==> config.mk <==
export PLATFORM = sky130hd
export DESIGN_NAME = scpw_top
export DESIGN_NICKNAME = d
export VERILOG_FILES = /design/src/rtl/scpw_pkg.sv /design/src/rtl/scpw_top.sv /design/src/rtl/scpw_prescaler.sv
export SDC_FILE = /design/constraint.sdc
export NUM_CORES = 1
export LEC_CHECK = 0
export ABC_AREA = 1
export BUFFER_PORTS_ARGS = -buffer_cell sky130_fd_sc_hd__clkbuf_2
export CORE_MARGIN = 3
export CORE_UTILIZATION = 35
export DETAILED_ROUTE_END_ITERATION = 10
export GPL_TIMING_DRIVEN = 0
export MAX_ROUTING_LAYER = met4
export SLEW_MARGIN = 20
export SYNTH_ARGS = -nofsm -noshare
export SYNTH_HDL_FRONTEND = slang
export SYNTH_SLANG_ARGS = --single-unit
==> constraint.sdc <==
create_clock -name CLK -period 3.8 [get_ports CLK]
set_input_delay 0.38 -clock CLK [delete_from_list [all_inputs] [get_ports CLK]]
set_output_delay 0.38 -clock CLK [all_outputs]
set_load 0.03 [all_outputs]
==> src/rtl/scpw_pkg.sv <==
// package: register map, field layout and constants of the pwm block
package scpw_pkg;
    // special function register addresses
    localparam logic [7:0] ADDR_PERIOD_CONTROL = 8'ha9;
    localparam logic [7:0] ADDR_DUTY_SETTING   = 8'haa;
    // reset values
    localparam logic [7:0] RST_PERIOD_CONTROL  = 8'h00;
    localparam logic [7:0] RST_DUTY_SETTING    = 8'h00;
    // control field layout
    localparam int         MODE_HI             = 7;
    localparam int         MODE_LO             = 6;
    localparam int         PRESCALE_HI         = 5;
    localparam int         PRESCALE_LO         = 0;
    // resolution select codes
    localparam logic [1:0] MODE_OFF            = 2'h0;
    localparam logic [1:0] MODE_6BIT           = 2'h1;
    localparam logic [1:0] MODE_7BIT           = 2'h2;
    localparam logic [1:0] MODE_8BIT           = 2'h3;
    // full-scale counts per resolution
    localparam logic [7:0] FULL_6BIT           = 8'h3f;
    localparam logic [7:0] FULL_7BIT           = 8'h7f;
    localparam logic [7:0] FULL_8BIT           = 8'hff;
    // duty masks per resolution
    localparam logic [7:0] MASK_6BIT           = 8'h3f;
    localparam logic [7:0] MASK_7BIT           = 8'h7f;
    localparam logic [7:0] MASK_8BIT           = 8'hff;
endpackage : scpw_pkg

==> src/rtl/scpw_top.sv <==
// single channel pwm generator with two special function registers
//
// Function
// - control bits 7-6 at 00 hold pwm off, output low.
// - codes 01, 10, 11 select 6, 7, 8 bit period.
// - period is 63, 127 or 255 clocks times prescale plus one.
// - low six control bits divide clock by value plus one for tick.
// - duty is duty register over full scale, masked to resolution.
// - new duty value applies immediately, not at period boundary.
// - control at 0xA9, duty at 0xAA, both 8-bit rw, reset zero.
`timescale 1ns/1ps
`default_nettype none
module scpw_top
    import scpw_pkg::*;
(
    input  wire logic       CLK,
    input  wire logic       NRST,
    input  wire logic [7:0] SFR_ADDR,
    input  wire logic [7:0] SFR_WDATA,
    input  wire logic       SFR_WR,
    input  wire logic       SFR_RD,
    output logic      [7:0] SFR_RDATA,
    output logic            PWM_OUT
);
    typedef struct packed
    {
        logic [7:0] ctrl;
        logic [7:0] duty;
        logic [7:0] cnt;
        logic [7:0] rdata;
        logic       out;
    } scpw_s;

    scpw_s      st;
    scpw_s      next_st;
    logic       tick;
    logic [1:0] mode;
    logic [7:0] full;
    logic [7:0] mask;
    logic [7:0] duty_eff;

    assign mode = st.ctrl[MODE_HI:MODE_LO];

    // resolution decode
    always_comb
    begin
        unique case (mode)
            MODE_6BIT:
            begin
                full = FULL_6BIT;
                mask = MASK_6BIT;
            end
            MODE_7BIT:
            begin
                full = FULL_7BIT;
                mask = MASK_7BIT;
            end
            MODE_8BIT:
            begin
                full = FULL_8BIT;
                mask = MASK_8BIT;
            end
            MODE_OFF:
            begin
                full = FULL_8BIT;
                mask = 8'h00;
            end
        endcase
    end

    assign duty_eff = st.duty & mask;

    // prescale tick generator
    scpw_prescaler #(
        .W    (PRESCALE_HI - PRESCALE_LO + 1)
    ) u_pre (
        .CLK  (CLK),
        .NRST (NRST),
        .run  (mode != MODE_OFF),
        .div  (st.ctrl[PRESCALE_HI:PRESCALE_LO]),
        .tick (tick)
    );

    // register access, period counter and output compare
    always_comb
    begin
        next_st = st;
        if (SFR_WR && SFR_ADDR == ADDR_PERIOD_CONTROL)
            next_st.ctrl = SFR_WDATA;
        if (SFR_WR && SFR_ADDR == ADDR_DUTY_SETTING)
            next_st.duty = SFR_WDATA;
        if (SFR_RD)
        begin
            if (SFR_ADDR == ADDR_PERIOD_CONTROL)
                next_st.rdata = st.ctrl;
            else if (SFR_ADDR == ADDR_DUTY_SETTING)
                next_st.rdata = st.duty;
            else
                next_st.rdata = 8'h00;
        end
        if (mode == MODE_OFF)
        begin
            next_st.cnt = 8'h00;
            next_st.out = 1'b0;
        end
        else
        begin
            if (tick)
                next_st.cnt = (st.cnt >= full - 8'h01) ? 8'h00 : st.cnt + 8'h01;
            // compare against live duty so writes take effect at once
            next_st.out = (st.cnt < duty_eff);
        end
    end

    // state register
    always_ff @(posedge CLK)
    begin
        if (!NRST)
        begin
            st       <= '0;
            st.ctrl  <= RST_PERIOD_CONTROL;
            st.duty  <= RST_DUTY_SETTING;
        end
        else
            st <= next_st;
    end

    assign SFR_RDATA = st.rdata;
    assign PWM_OUT   = st.out;

    // off mode keeps output low
    pwm_off_low_a : assert property (@(posedge CLK) disable iff (!NRST)
        (mode == MODE_OFF) |=> !PWM_OUT)
        else $error("pwm active while off");

    // off mode parks the period counter at zero
    off_cnt_zero_a : assert property (@(posedge CLK) disable iff (!NRST)
        (mode == MODE_OFF) |=> st.cnt == 8'h00)
        else $error("counter runs while off");

    // off mode keeps the prescaler quiet
    tick_off_a : assert property (@(posedge CLK) disable iff (!NRST)
        (mode == MODE_OFF) |=> !tick)
        else $error("tick while off");

    // counter stays below full scale once inside it; a mode drop may leave it above
    cnt_range_a : assert property (@(posedge CLK) disable iff (!NRST)
        (mode != MODE_OFF) && $stable(mode) && $past(st.cnt) < full |-> st.cnt < full)
        else $error("counter over range");

    // counter moves only on tick
    cnt_tick_a : assert property (@(posedge CLK) disable iff (!NRST)
        (mode != MODE_OFF) && !tick && $stable(st.ctrl) |=> $stable(st.cnt))
        else $error("count w/o tick");

    // counter steps by one on tick below the wrap point
    count_step_a : assert property (@(posedge CLK) disable iff (!NRST)
        (mode != MODE_OFF) && tick && st.cnt < full - 8'h01 |=>
            st.cnt == $past(st.cnt) + 8'h01)
        else $error("counter step wrong");

    // counter wraps at full minus one
    cnt_wrap_a : assert property (@(posedge CLK) disable iff (!NRST)
        (mode != MODE_OFF) && tick && st.cnt == full - 8'h01 && !SFR_WR |=> st.cnt == 8'h00)
        else $error("counter wrap wrong");

    // output follows compare one cycle later
    out_cmp_a : assert property (@(posedge CLK) disable iff (!NRST)
        (mode != MODE_OFF) |=> PWM_OUT == ($past(st.cnt) < $past(duty_eff)))
        else $error("bad compare");

    // duty bits above 6-bit resolution are ignored
    mask_six_a : assert property (@(posedge CLK) disable iff (!NRST)
        (mode == MODE_6BIT) |-> (duty_eff & ~MASK_6BIT) == 8'h00)
        else $error("duty mask 6 bit");

    // duty bit 7 is ignored at 7-bit resolution
    mask_seven_a : assert property (@(posedge CLK) disable iff (!NRST)
        (mode == MODE_7BIT) |-> (duty_eff & ~MASK_7BIT) == 8'h00)
        else $error("duty mask 7 bit");

    // duty write visible next cycle
    duty_write_a : assert property (@(posedge CLK) disable iff (!NRST)
        SFR_WR && SFR_ADDR == ADDR_DUTY_SETTING |=> st.duty == $past(SFR_WDATA))
        else $error("duty lost");

    // zero duty written mid-period drives output low at once
    duty_zero_a : assert property (@(posedge CLK) disable iff (!NRST)
        (mode != MODE_OFF) && SFR_WR && SFR_ADDR == ADDR_DUTY_SETTING && SFR_WDATA == 8'h00
            |=> ##1 !PWM_OUT)
        else $error("zero duty not low");

    // full duty written mid-period drives output high at once
    duty_full_a : assert property (@(posedge CLK) disable iff (!NRST)
        (mode == MODE_8BIT) && SFR_WR && SFR_ADDR == ADDR_DUTY_SETTING
            && SFR_WDATA == FULL_8BIT |=> ##1 PWM_OUT)
        else $error("full duty not high");

    // control write lands next cycle
    ctrl_write_a : assert property (@(posedge CLK) disable iff (!NRST)
        SFR_WR && SFR_ADDR == ADDR_PERIOD_CONTROL |=> st.ctrl == $past(SFR_WDATA))
        else $error("ctrl lost");

    // writes to other addresses leave both registers alone
    stray_write_a : assert property (@(posedge CLK) disable iff (!NRST)
        SFR_WR && SFR_ADDR != ADDR_PERIOD_CONTROL && SFR_ADDR != ADDR_DUTY_SETTING |=>
            $stable(st.ctrl) && $stable(st.duty))
        else $error("stray write landed");

    // control readback
    ctrl_read_a : assert property (@(posedge CLK) disable iff (!NRST)
        SFR_RD && SFR_ADDR == ADDR_PERIOD_CONTROL |=> SFR_RDATA == $past(st.ctrl))
        else $error("ctrl read");

    // duty readback
    duty_read_a : assert property (@(posedge CLK) disable iff (!NRST)
        SFR_RD && SFR_ADDR == ADDR_DUTY_SETTING |=> SFR_RDATA == $past(st.duty))
        else $error("duty read");

    // unmapped read returns zero
    unmapped_read_a : assert property (@(posedge CLK) disable iff (!NRST)
        SFR_RD && SFR_ADDR != ADDR_PERIOD_CONTROL && SFR_ADDR != ADDR_DUTY_SETTING |=>
            SFR_RDATA == 8'h00)
        else $error("unmapped read not zero");

    // read data holds between reads
    rdata_hold_a : assert property (@(posedge CLK) disable iff (!NRST)
        !SFR_RD |=> $stable(SFR_RDATA))
        else $error("read data moved");

    // reset clears both registers, read data and output
    reset_clear_a : assert property (@(posedge CLK)
        !NRST |=> st.ctrl == RST_PERIOD_CONTROL && st.duty == RST_DUTY_SETTING
            && !PWM_OUT && SFR_RDATA == 8'h00)
        else $error("reset values wrong");

    // prescale zero ticks on every clock
    div_zero_a : assert property (@(posedge CLK) disable iff (!NRST)
        (mode != MODE_OFF) && st.ctrl[PRESCALE_HI:PRESCALE_LO] == 6'h00 |=> tick)
        else $error("tick missing at divide one");

    // no tick while prescaler count short of divisor
    tick_gap_a : assert property (@(posedge CLK) disable iff (!NRST)
        tick && st.ctrl[PRESCALE_HI:PRESCALE_LO] == 6'h01 && $stable(st.ctrl) |=> !tick)
        else $error("tick too soon");
endmodule // scpw_top
`default_nettype wire

==> src/rtl/scpw_prescaler.sv <==
// prescaler: one-cycle tick every (div+1) clocks
`timescale 1ns/1ps
`default_nettype none
module scpw_prescaler
    import scpw_pkg::*;
#(
    parameter int W = 6
)(
    input  wire logic         CLK,
    input  wire logic         NRST,
    input  wire logic         run,
    input  wire logic [W-1:0] div,
    output logic              tick
);
    typedef struct packed
    {
        logic [W-1:0] cnt;
        logic         tick;
    } scpw_pre_s;

    scpw_pre_s st;
    scpw_pre_s next_st;

    // count up to div, then wrap and pulse
    always_comb
    begin
        next_st = st;
        next_st.tick = 1'b0;
        if (!run)
            next_st.cnt = '0;
        else if (st.cnt >= div)
        begin
            next_st.cnt = '0;
            next_st.tick = 1'b1;
        end
        else
            next_st.cnt = st.cnt + 1'b1;
    end

    // state register
    always_ff @(posedge CLK)
    begin
        if (!NRST)
            st <= '0;
        else
            st <= next_st;
    end

    assign tick = st.tick;
endmodule // scpw_prescaler
`default_nettype wire

======== Word level (Yosys, flattened, before mapping) ========
Cells that the tools add are included.
word-level totals
  word-level logic and storage cells ...... 35
  output and inout bits ................... 9
  input port bits ......................... 20
  flip-flop bits (word level) ............. 40
cells by class
  equal/unequal tests ..................... 5
  add/subtract/negate cells ............... 3
  muxes and demuxes ....................... 6
  reduce and logical (&&, ||, !) cells .... 8
  bitwise operators ....................... 3
  order comparisons ....................... 3
operator list
  kind                                              number
  case mux 8 bit (4 select lines)                   1
  2-to-1 mux 8 bit                                  3
  case mux 8 bit (3 select lines)                   1
  == test 8 bit, second input constant              2
  adder 8 x 1 -> 8 bit, second input constant       1
  bitwise AND 8 bit                                 1
  greater-or-equal comparator 8 bit                 1
  < comparator 8 bit                                1
  subtractor 8 x 1 -> 8 bit, second input constant  1
  adder 6 x 1 -> 6 bit, second input constant       1
  greater-or-equal comparator 6 bit                 1
  == test 2 bit, second input constant              2
  OR reduction 2 bit                                2
  OR reduction 3 bit                                1
  == test 2 x 1 -> 1 bit, second input constant     1
  logical AND 1 bit                                 2
  logical NOT 2 bit                                 1
  NOT 1 bit                                         2
  AND reduction 2 bit                               1
  nonzero test 2 bit                                1
  2-to-1 mux 1 bit                                  1

======== Logic depth before layout (Yosys ltp) ========
Gate-level depths: netlist (run 1).
  depth in word-level cells ............... 6
  gate-level depth with buffers ........... 10

======== Cells and area by module ========
From an unflattened synthesis (run 1), not the netlist that was laid out.
unflattened totals
  cell total of the unflattened synthesis .. 321
  area, all modules ....................... 2,332.2 um^2
modules (own cells, without submodules)
  module          area each (um^2)  sequential area each (um^2)  cells an instance  times used
  scpw_top        1,905.6           660.6                        263                1
  scpw_prescaler  426.7             140.1                        58                 1

======== Worst setup path after synthesis (run 1) ========
No wires, ideal clock.
  path kind ............................... register -> register
  from .................................... register st (netlist bit mode[0])
  to ...................................... register st[14] (netlist name)
  required time ........................... 3,679 ps
  period minus slack after synthesis ...... 1,609 ps
  setup slack ............................. 2,191 ps
  arrival ................................. 1,488 ps
  library setup time ...................... 121 ps
  cell stages (with the launch flop) ...... 11
  path through ............................ dfxtp_1 -> inv_1 -> ha_1 -> ha_1 -> nand2_1 -> nor2_1 -> nand2_1 -> nand2_1 -> nand2_1 -> nand2_1 -> nor2_1
between the ends
  word-level cells in the longest chain between the ends .. 6
  elaborated cells between the ends (all ways) .. 10
ends and longest elaborated chain
  what                                                       RTL line                         RTL
  start, declared                                            scpw_top.sv:34                   scpw_s st;
  start signal, assigned                                     scpw_top.sv:125                  st <= next_st;
  == test 2 bit / logical NOT 2 bit (equally long branches)  scpw_top.sv:47, scpw_top.sv:101
  OR reduction 2 bit (no line)                               --
  case mux 8 bit (3 select lines)                            scpw_top.sv:47                   unique case (mode)
  subtractor 8 x 1 -> 8 bit                                  scpw_top.sv:109                  next_st.cnt = (st.cnt >= full - 8'h01) ? 8'h00 : st.cnt + 8'h01;
  greater-or-equal comparator 8 bit                          scpw_top.sv:109
  2-to-1 mux 8 bit                                           scpw_top.sv:109
Several ways; a longest one is shown, not always the timed one. The select of a mux whose other input is x is not followed.
A chain may end at the register's enable or synchronous reset.

======== Worst setup path in the final report (run 1) ========
  from .................................... register st (netlist bit mode[0])
  to ...................................... register st[16] (netlist name)
The elaborated chain is that of the path after synthesis.

==> impl_metrics.tcl, run 1 <==
set metrics [dict create \
    grt_pass1_wl_mm 8.335 \
    initial_utilization_pct 37.50 \
    slew_viol_final 0 \
    routed_wl_mm 4.906 \
    setup_viol 0 \
    ir_worst_vdd_uv 150.1 \
    tritoncts "built" \
    cp_cell_sequence "inv_1 > ha_1 > ha_1 > nand2_1 > nor2_1 > nand2_1 > nand2_1 > nand2_1 > nand2_1 > nor2_1" \
    pwr-share-comb_pct 7.9 \
    fp.dieW_um 87.28 \
    crit_arrival_ns 2.00 \
    ctsResizeCount 0 \
    viasPerCell 4.675 \
    rows 28 \
    relSlewSlack_pct 80.25 \
    mostFrequentLayoutCell "nand2_1" \
    grt_pass1_vias 1775 \
    fin_crit_sh_pct 47.91 \
    synth_seq_cells 40 \
    fin_crit_ns 1.821 \
    ios 29 \
    dpl.hpwl_mm 3.715 \
    tightest_slew_ns 0.2963 \
    syn_area_um2 2312 \
    timing.critical_path.buf_inv 1 \
    required_ns 3.98 \
    clkSlewWorstSetupHoldPaths_ns 0.08 \
    rsz0062_at_grt "no" \
    syn_nets 356 \
    fmax_ghz 0.5493 \
    fin_skew_ns 0.006436 \
    pwr-share-seq_pct 49.1 \
    final_cell_mix "63 x nand2_1, 56 x nor2_1, 40 x dfxtp_1, 30 x inv_1, 29 x nand3_1" \
    dr.pass1.iters 4 \
    fin_util_pct 43.02 \
    pwr-share-clk_pct 43.0 \
    switching_share_pct 23.39 \
    crit_top_cell "nand2_1" \
    intPower_uw 663.4 \
    status "complete, no violations" \
    core_um2 6166 \
    numPortBuffers 25 \
    maxCapViolCount 0 \
    grtUsageTotal_pct 14.25 \
    path_max_fanout 8 \
    ys_async_sr_fraction_pct 0 \
    drcViolationCount 0 \
    antennaDiodeCount 0 \
    switchingPower_uw 202.6 \
    yosys.area.top_type "dfxtp_1" \
    max_stage_delay_ns 0.41 \
    drive_gt1_share_pct 18.73 \
    overflow 0 \
    synth_edf_count 0 \
    cts_setup_buffers 0 \
    syn_inst 314 \
    synthFlopType "dfxtp_1" \
    htreeDepth 2 \
    critPathLaunchType "flip-flop" \
    hold_path_class "in2reg" \
    antenna_found_initial 0 \
    cts_root_buffer "clkbuf_8" \
    ys_types 29 \
    grt_max_degree 14 \
    finalWorstSetupSlack_ns 1.979 \
    ys_top_cells_by_area "dfxtp_1 35%, ha_1 12%, nand2_1 10%" \
    fin_tns_setup_ns 0 \
    crit_path_end_kind "flip-flop" \
    p_per_area_nw_per_um2 326.5 \
    vias 1973 \
    synth_warnings 0 \
    p_leak_nw 1.262 \
    cp_top_family "simple AND/OR/NAND/NOR gates" \
    clk_latency_ns 0.30 \
    yosysSeqAreaShare_pct 34.63 \
    cts.sinks 40 \
    critical_path_class "reg2reg" \
    hold_viol 0 \
    area_growth_pct 14.72 \
    gp_congestion 0.7954 \
    cts_inserted_buffers 5 \
    nNetsFinal 388 \
    syn_avg_cell_area_um2 7.364 \
    wl_per_cell_um 11.63 \
    first_iter_violations 113 \
    clockBufferDepth 2 \
    synth_top_cell_area_share_pct 34.63 \
    die_h_um 87.28 \
    dieArea_um2 7618 \
    slowest_stage "dfxtp_1" \
    drtAntennaViolNets 0 \
    ctsHoldBuffers 0 \
    dp_slack_ns 1.979 \
]
power by group through the flow:
stage / Clock, mW / Sequential, mW / Combinational, mW
after floorplan: 0 / 0.435 / 0.0460
after global placement: 0 / 0.435 / 0.0676
after detailed placement: 0 / 0.435 / 0.0679
after CTS: 0.383 / 0.425 / 0.0682
after global routing: 0.397 / 0.426 / 0.0740
final: 0.373 / 0.425 / 0.0681
metal layers:
layer	routed length, um	GRT usage (%)	vias up
met4	66	4.603	0
li1	-	-	1052
met5	0	-	-
met2	2074	21.23	34
met1	2547	19.29	880
met3	218	2.838	7
per-stage QoR:
step	instances	hold WS [ns]	power (mW)	instance area, um2
3_3_place_gp	414	0.4485	0.5029	2531
5_1_grt	422	0.3320	0.8974	2653
2_1_floorplan	314	0.4297	0.4808	2312
3_5_place_dp	414	0.4501	0.5033	2531
6_report	422	0.3296	0.8660	2653
4_1_cts	422	0.3225	0.8765	2653
state kept, by name, indices dropped and copies added, names as in the netlist:
name / flops
st: 22
PWM_OUT: 1
mode: 2
u_pre.st: 6
SFR_RDATA: 8
u_pre.tick: 1
cells by family (layout without fill, tap and decap cells):
kind of cell             after synthesis  in the layout  share of synthesized area [%]
XOR/XNOR                               9              9                          3.409
AO/OA/AOI/OAI                         23             23                          5.520
buffers and inverters                 50             83                          10.71
AND/OR/NAND/NOR                      170            170                          33.82
flip-flops                            40             40                          34.63
adder cells (fa/ha/maj)               22             22                          11.90
synthesized netlist by cell type (2+ instances only):
cell type / number
buf_4: 11
a21oi_1: 14
buf_6: 2
xor2_1: 5
inv_2: 3
nor2_8: 2
o21ai_0: 2
nand3_1: 29
inv_1: 30
o21ai_1: 2
buf_2: 3
ha_1: 22
dfxtp_1: 40
nor2_1: 56
nand2_1: 63
nand2_2: 5
xnor2_1: 4
nor2_2: 2
nand4_1: 9
final cells by class:
cell class	count	area, um2
fillers	642	3513
multi-input cells	224	1264
flip-flops and latches	40	800.8
repair buffers	25	125.1
plain buffers	17	123.9
inverters	33	123.9
well taps	75	93.84
clock buffers	6	82.58
clock inverters	2	38.79
final timing paths:
check,from,end,slack [ns],cells past startpoint
setup / recovery,mode[0],st[16],1.98,10
hold / removal,SFR_WDATA[2],st[27],0.33,3
setup reg to reg,mode[0],st[16],1.98,10
hold reg to reg,u_pre.st[1],u_pre.st[1],0.47,1
worst reg2reg max path: cells and delay by family (launching register included):
kind	cells	cell delay (ns)
adder cells (fa/ha/maj)	2	0.59
buffers and inverters	1	0.11
flip-flops	1	0.41
AND/OR/NAND/NOR	7	0.60
Note: power is estimated with default switching activity, not from simulation.
==> inputs of run 2 (changes only) <==
ABC_AREA = 0   (was 1)
clock period = 1.5 ns   (was 3.8 ns; I/O delays follow)
==> impl_metrics.tcl, run 2 <==
set metrics [dict create \
    rsz0062_at_grt "yes" \
    clkSlewWorstSetupHoldPaths_ns 0.09 \
    initial_utilization_pct 36.63 \
    relSlewSlack_pct 66.43 \
    overflow 0 \
    crit_top_cell "ha_4" \
    clk_latency_ns 0.30 \
    cp_top_family "simple AND/OR/NAND/NOR gates" \
    ir_worst_vdd_uv 501.6 \
    clockBufferDepth 2 \
    numPortBuffers 27 \
    core_um2 6026 \
    ctsHoldBuffers 0 \
    grtUsageTotal_pct 14.20 \
    grt_max_degree 13 \
    dr.pass1.iters 4 \
    dieArea_um2 7295 \
    design_area_um2 2750 \
    crit_path_end_kind "flip-flop" \
    final_cell_mix "34 x dfxtp_1, 30 x nand3_1, 27 x clkbuf_2, 17 x ha_1, 15 x o21ai_0" \
    r2r-start "mode[1]" \
    finalWorstSetupSlack_ns -0.2356 \
    drtAntennaViolNets 0 \
    grt_pass1_vias 1786 \
    hold_viol 0 \
    worstHoldStart "SFR_WDATA[4]" \
    slew_viol_final 0 \
    p_per_area_nw_per_um2 795.1 \
    required_ns 1.72 \
    tritoncts "built" \
    instances_no_fill 366 \
    cts.sinks 40 \
    critPathLaunchType "flip-flop" \
    synth_edf_count 0 \
    syn_inst 251 \
    drcViolationCount 0 \
    synth_commonest_cells "40 x dfxtp_1, 30 x nand3_1, 22 x ha_1" \
    violations "setup timing" \
    ys_types 42 \
    hold_path_class "in2reg" \
    mostFrequentLayoutCell "dfxtp_1" \
    wl_per_cell_um 13.06 \
    antennaDiodeCount 0 \
    ys_top_cells_by_area "dfxtp_1 36%, ha_1 12%, nand3_1 6.8%" \
    max_stage_delay_ns 0.37 \
    viasPerCell 5.057 \
    fin_skew_ns 0.009694 \
    setup_viol 9 \
    grt_pass1_wl_mm 8.162 \
    htreeDepth 2 \
    fp.dieW_um 85.41 \
    largest_reg_flops 22 \
    path_max_fanout 2 \
    die_h_um 85.41 \
    tightest_slew_ns 0.5035 \
    first_iter_violations 108 \
    maxCapViolCount 0 \
    vias 1851 \
    ios 29 \
    synth_warnings 0 \
    nNetsFinal 333 \
    fin_crit_ns 1.736 \
    fillers 633 \
    p_leak_nw 1.109 \
    cts_root_buffer "clkbuf_8" \
    post-synth-top-count-cell "dfxtp_1" \
    area_growth_pct 24.60 \
    dpl.hpwl_mm 3.498 \
    yosys.area.top_type "dfxtp_1" \
    yosysSeqAreaShare_pct 36.28 \
    cts_inserted_buffers 5 \
    antenna_found_initial 0 \
    slowest_stage "dfxtp_4" \
    fin_crit_sh_pct 115.7 \
    critical_path_class "reg2reg" \
    crit_arrival_ns 1.96 \
    timing.critical_path.buf_inv 1 \
    dp_cells 353 \
    syn_nets 293 \
    critPathLaunch "mode[1]" \
    dpl_cell_area_um2 2491 \
    rows 28 \
    gp_congestion 0.7548 \
    ys_async_sr_fraction_pct 0 \
    cp_cell_sequence "inv_4 > ha_4 > ha_4 > and4_4 > a21oi_2 > or3b_1 > a31oi_1" \
    fmax_ghz 0.5762 \
    regMostFlops "st" \
    synthFlopType "dfxtp_1" \
    routed_wl_mm 4.781 \
    drive_gt1_share_pct 30.24 \
    syn_avg_cell_area_um2 8.793 \
    status "complete, but fails checks" \
    synth_seq_cells 40 \
    synth_top_cell_area_share_pct 36.28 \
    syn_area_um2 2207 \
]
==> run 2: changes by cell type in the layout (fill, tap and decap cells not counted), moves of 8 or more <==
cell	previous run	this run
o21ai_0	2	15
nor2_1	56	7
a22o_1	0	8
inv_1	30	10
nand2b_1	0	12
nand2_1	63	14
==> run 2: timing repair <==
action / 4_1_cts / 5_1_grt
buffers inserted: 5 / 1
pin swaps: 6 / 10
resized for setup: 10 / 12
endpoints found under the setup margin: 16 / 16
==> run 2: logic make-up after synthesis <==
logic type | after synthesis | synth area share, %
simple gates | 94 | 24.04
compound gates | 57 | 17.69
flops | 40 | 36.28
buf+inv | 32 | 7.143
fa+ha+maj | 22 | 12.47
xor+xnor | 6 | 2.381
==> run 2: through the flow <==
stage          util, %  hold slack, ns  total power, mW  TNS [ns]  worst slack, ns
5_1_grt          45.64          0.1027            2.258    -1.869          -0.3261
3_5_place_dp     41.34          0.4149            1.168    -1.952          -0.3093
2_1_floorplan        -          0.2994            1.129   -0.5024          -0.1959
3_3_place_gp     41.34          0.4154            1.168    -1.669          -0.2824
4_1_cts          44.56         0.09648            2.209    -1.283          -0.2163
6_report         45.64         0.09377            2.187    -1.300          -0.2356
==> run 2: worst reg2reg max path: stages, from the launching register on <==
cell,delay (ns)
dfxtp_4,0.37
inv_4,0.04
ha_4,0.23
ha_4,0.23
and4_4,0.18
a21oi_2,0.13
or3b_1,0.35
a31oi_1,0.12
==> run 2: cell type report <==
cell class	count	area (um2)	area share, %
multi-input combinational	179	1374	49.95
sequential	40	813.3	29.57
timing repair buffer	33	180.2	6.551
buffer	20	112.6	4.095
tap	75	93.84	3.412
clock buffer	5	68.82	2.502
clock inverter	2	60.06	2.184
inverter	12	47.55	1.729
==> run 2: power by group <==
part | internal [mW] | total (mW) | switching, mW | leakage [nW]
clock | 0.655 | 1.05 | 0.392 | 0.0642
sequential | 1.06 | 1.06 | 0.000518 | 0.326
combinational | 0.0352 | 0.0814 | 0.0462 | 0.719
total | 1.75 | 2.19 | 0.438 | 1.11
==> run 2: worst paths after layout <==
kind / to / slack [ns] / depth (start not counted)
max: st[15] / -0.24 / 7
max reg2reg: st[15] / -0.24 / 7
min: st[29] / 0.09 / 3
min reg2reg: u_pre.st[1] / 0.44 / 1
==> run 2: layer usage <==
layer,track usage [%],vias to the layer above,share of wire (%)
li1,-,953,-
met1,18.58,868,50
met2,22.10,23,46
met3,2.816,7,3.0
met4,4.317,0,1.2
met5,-,-,0
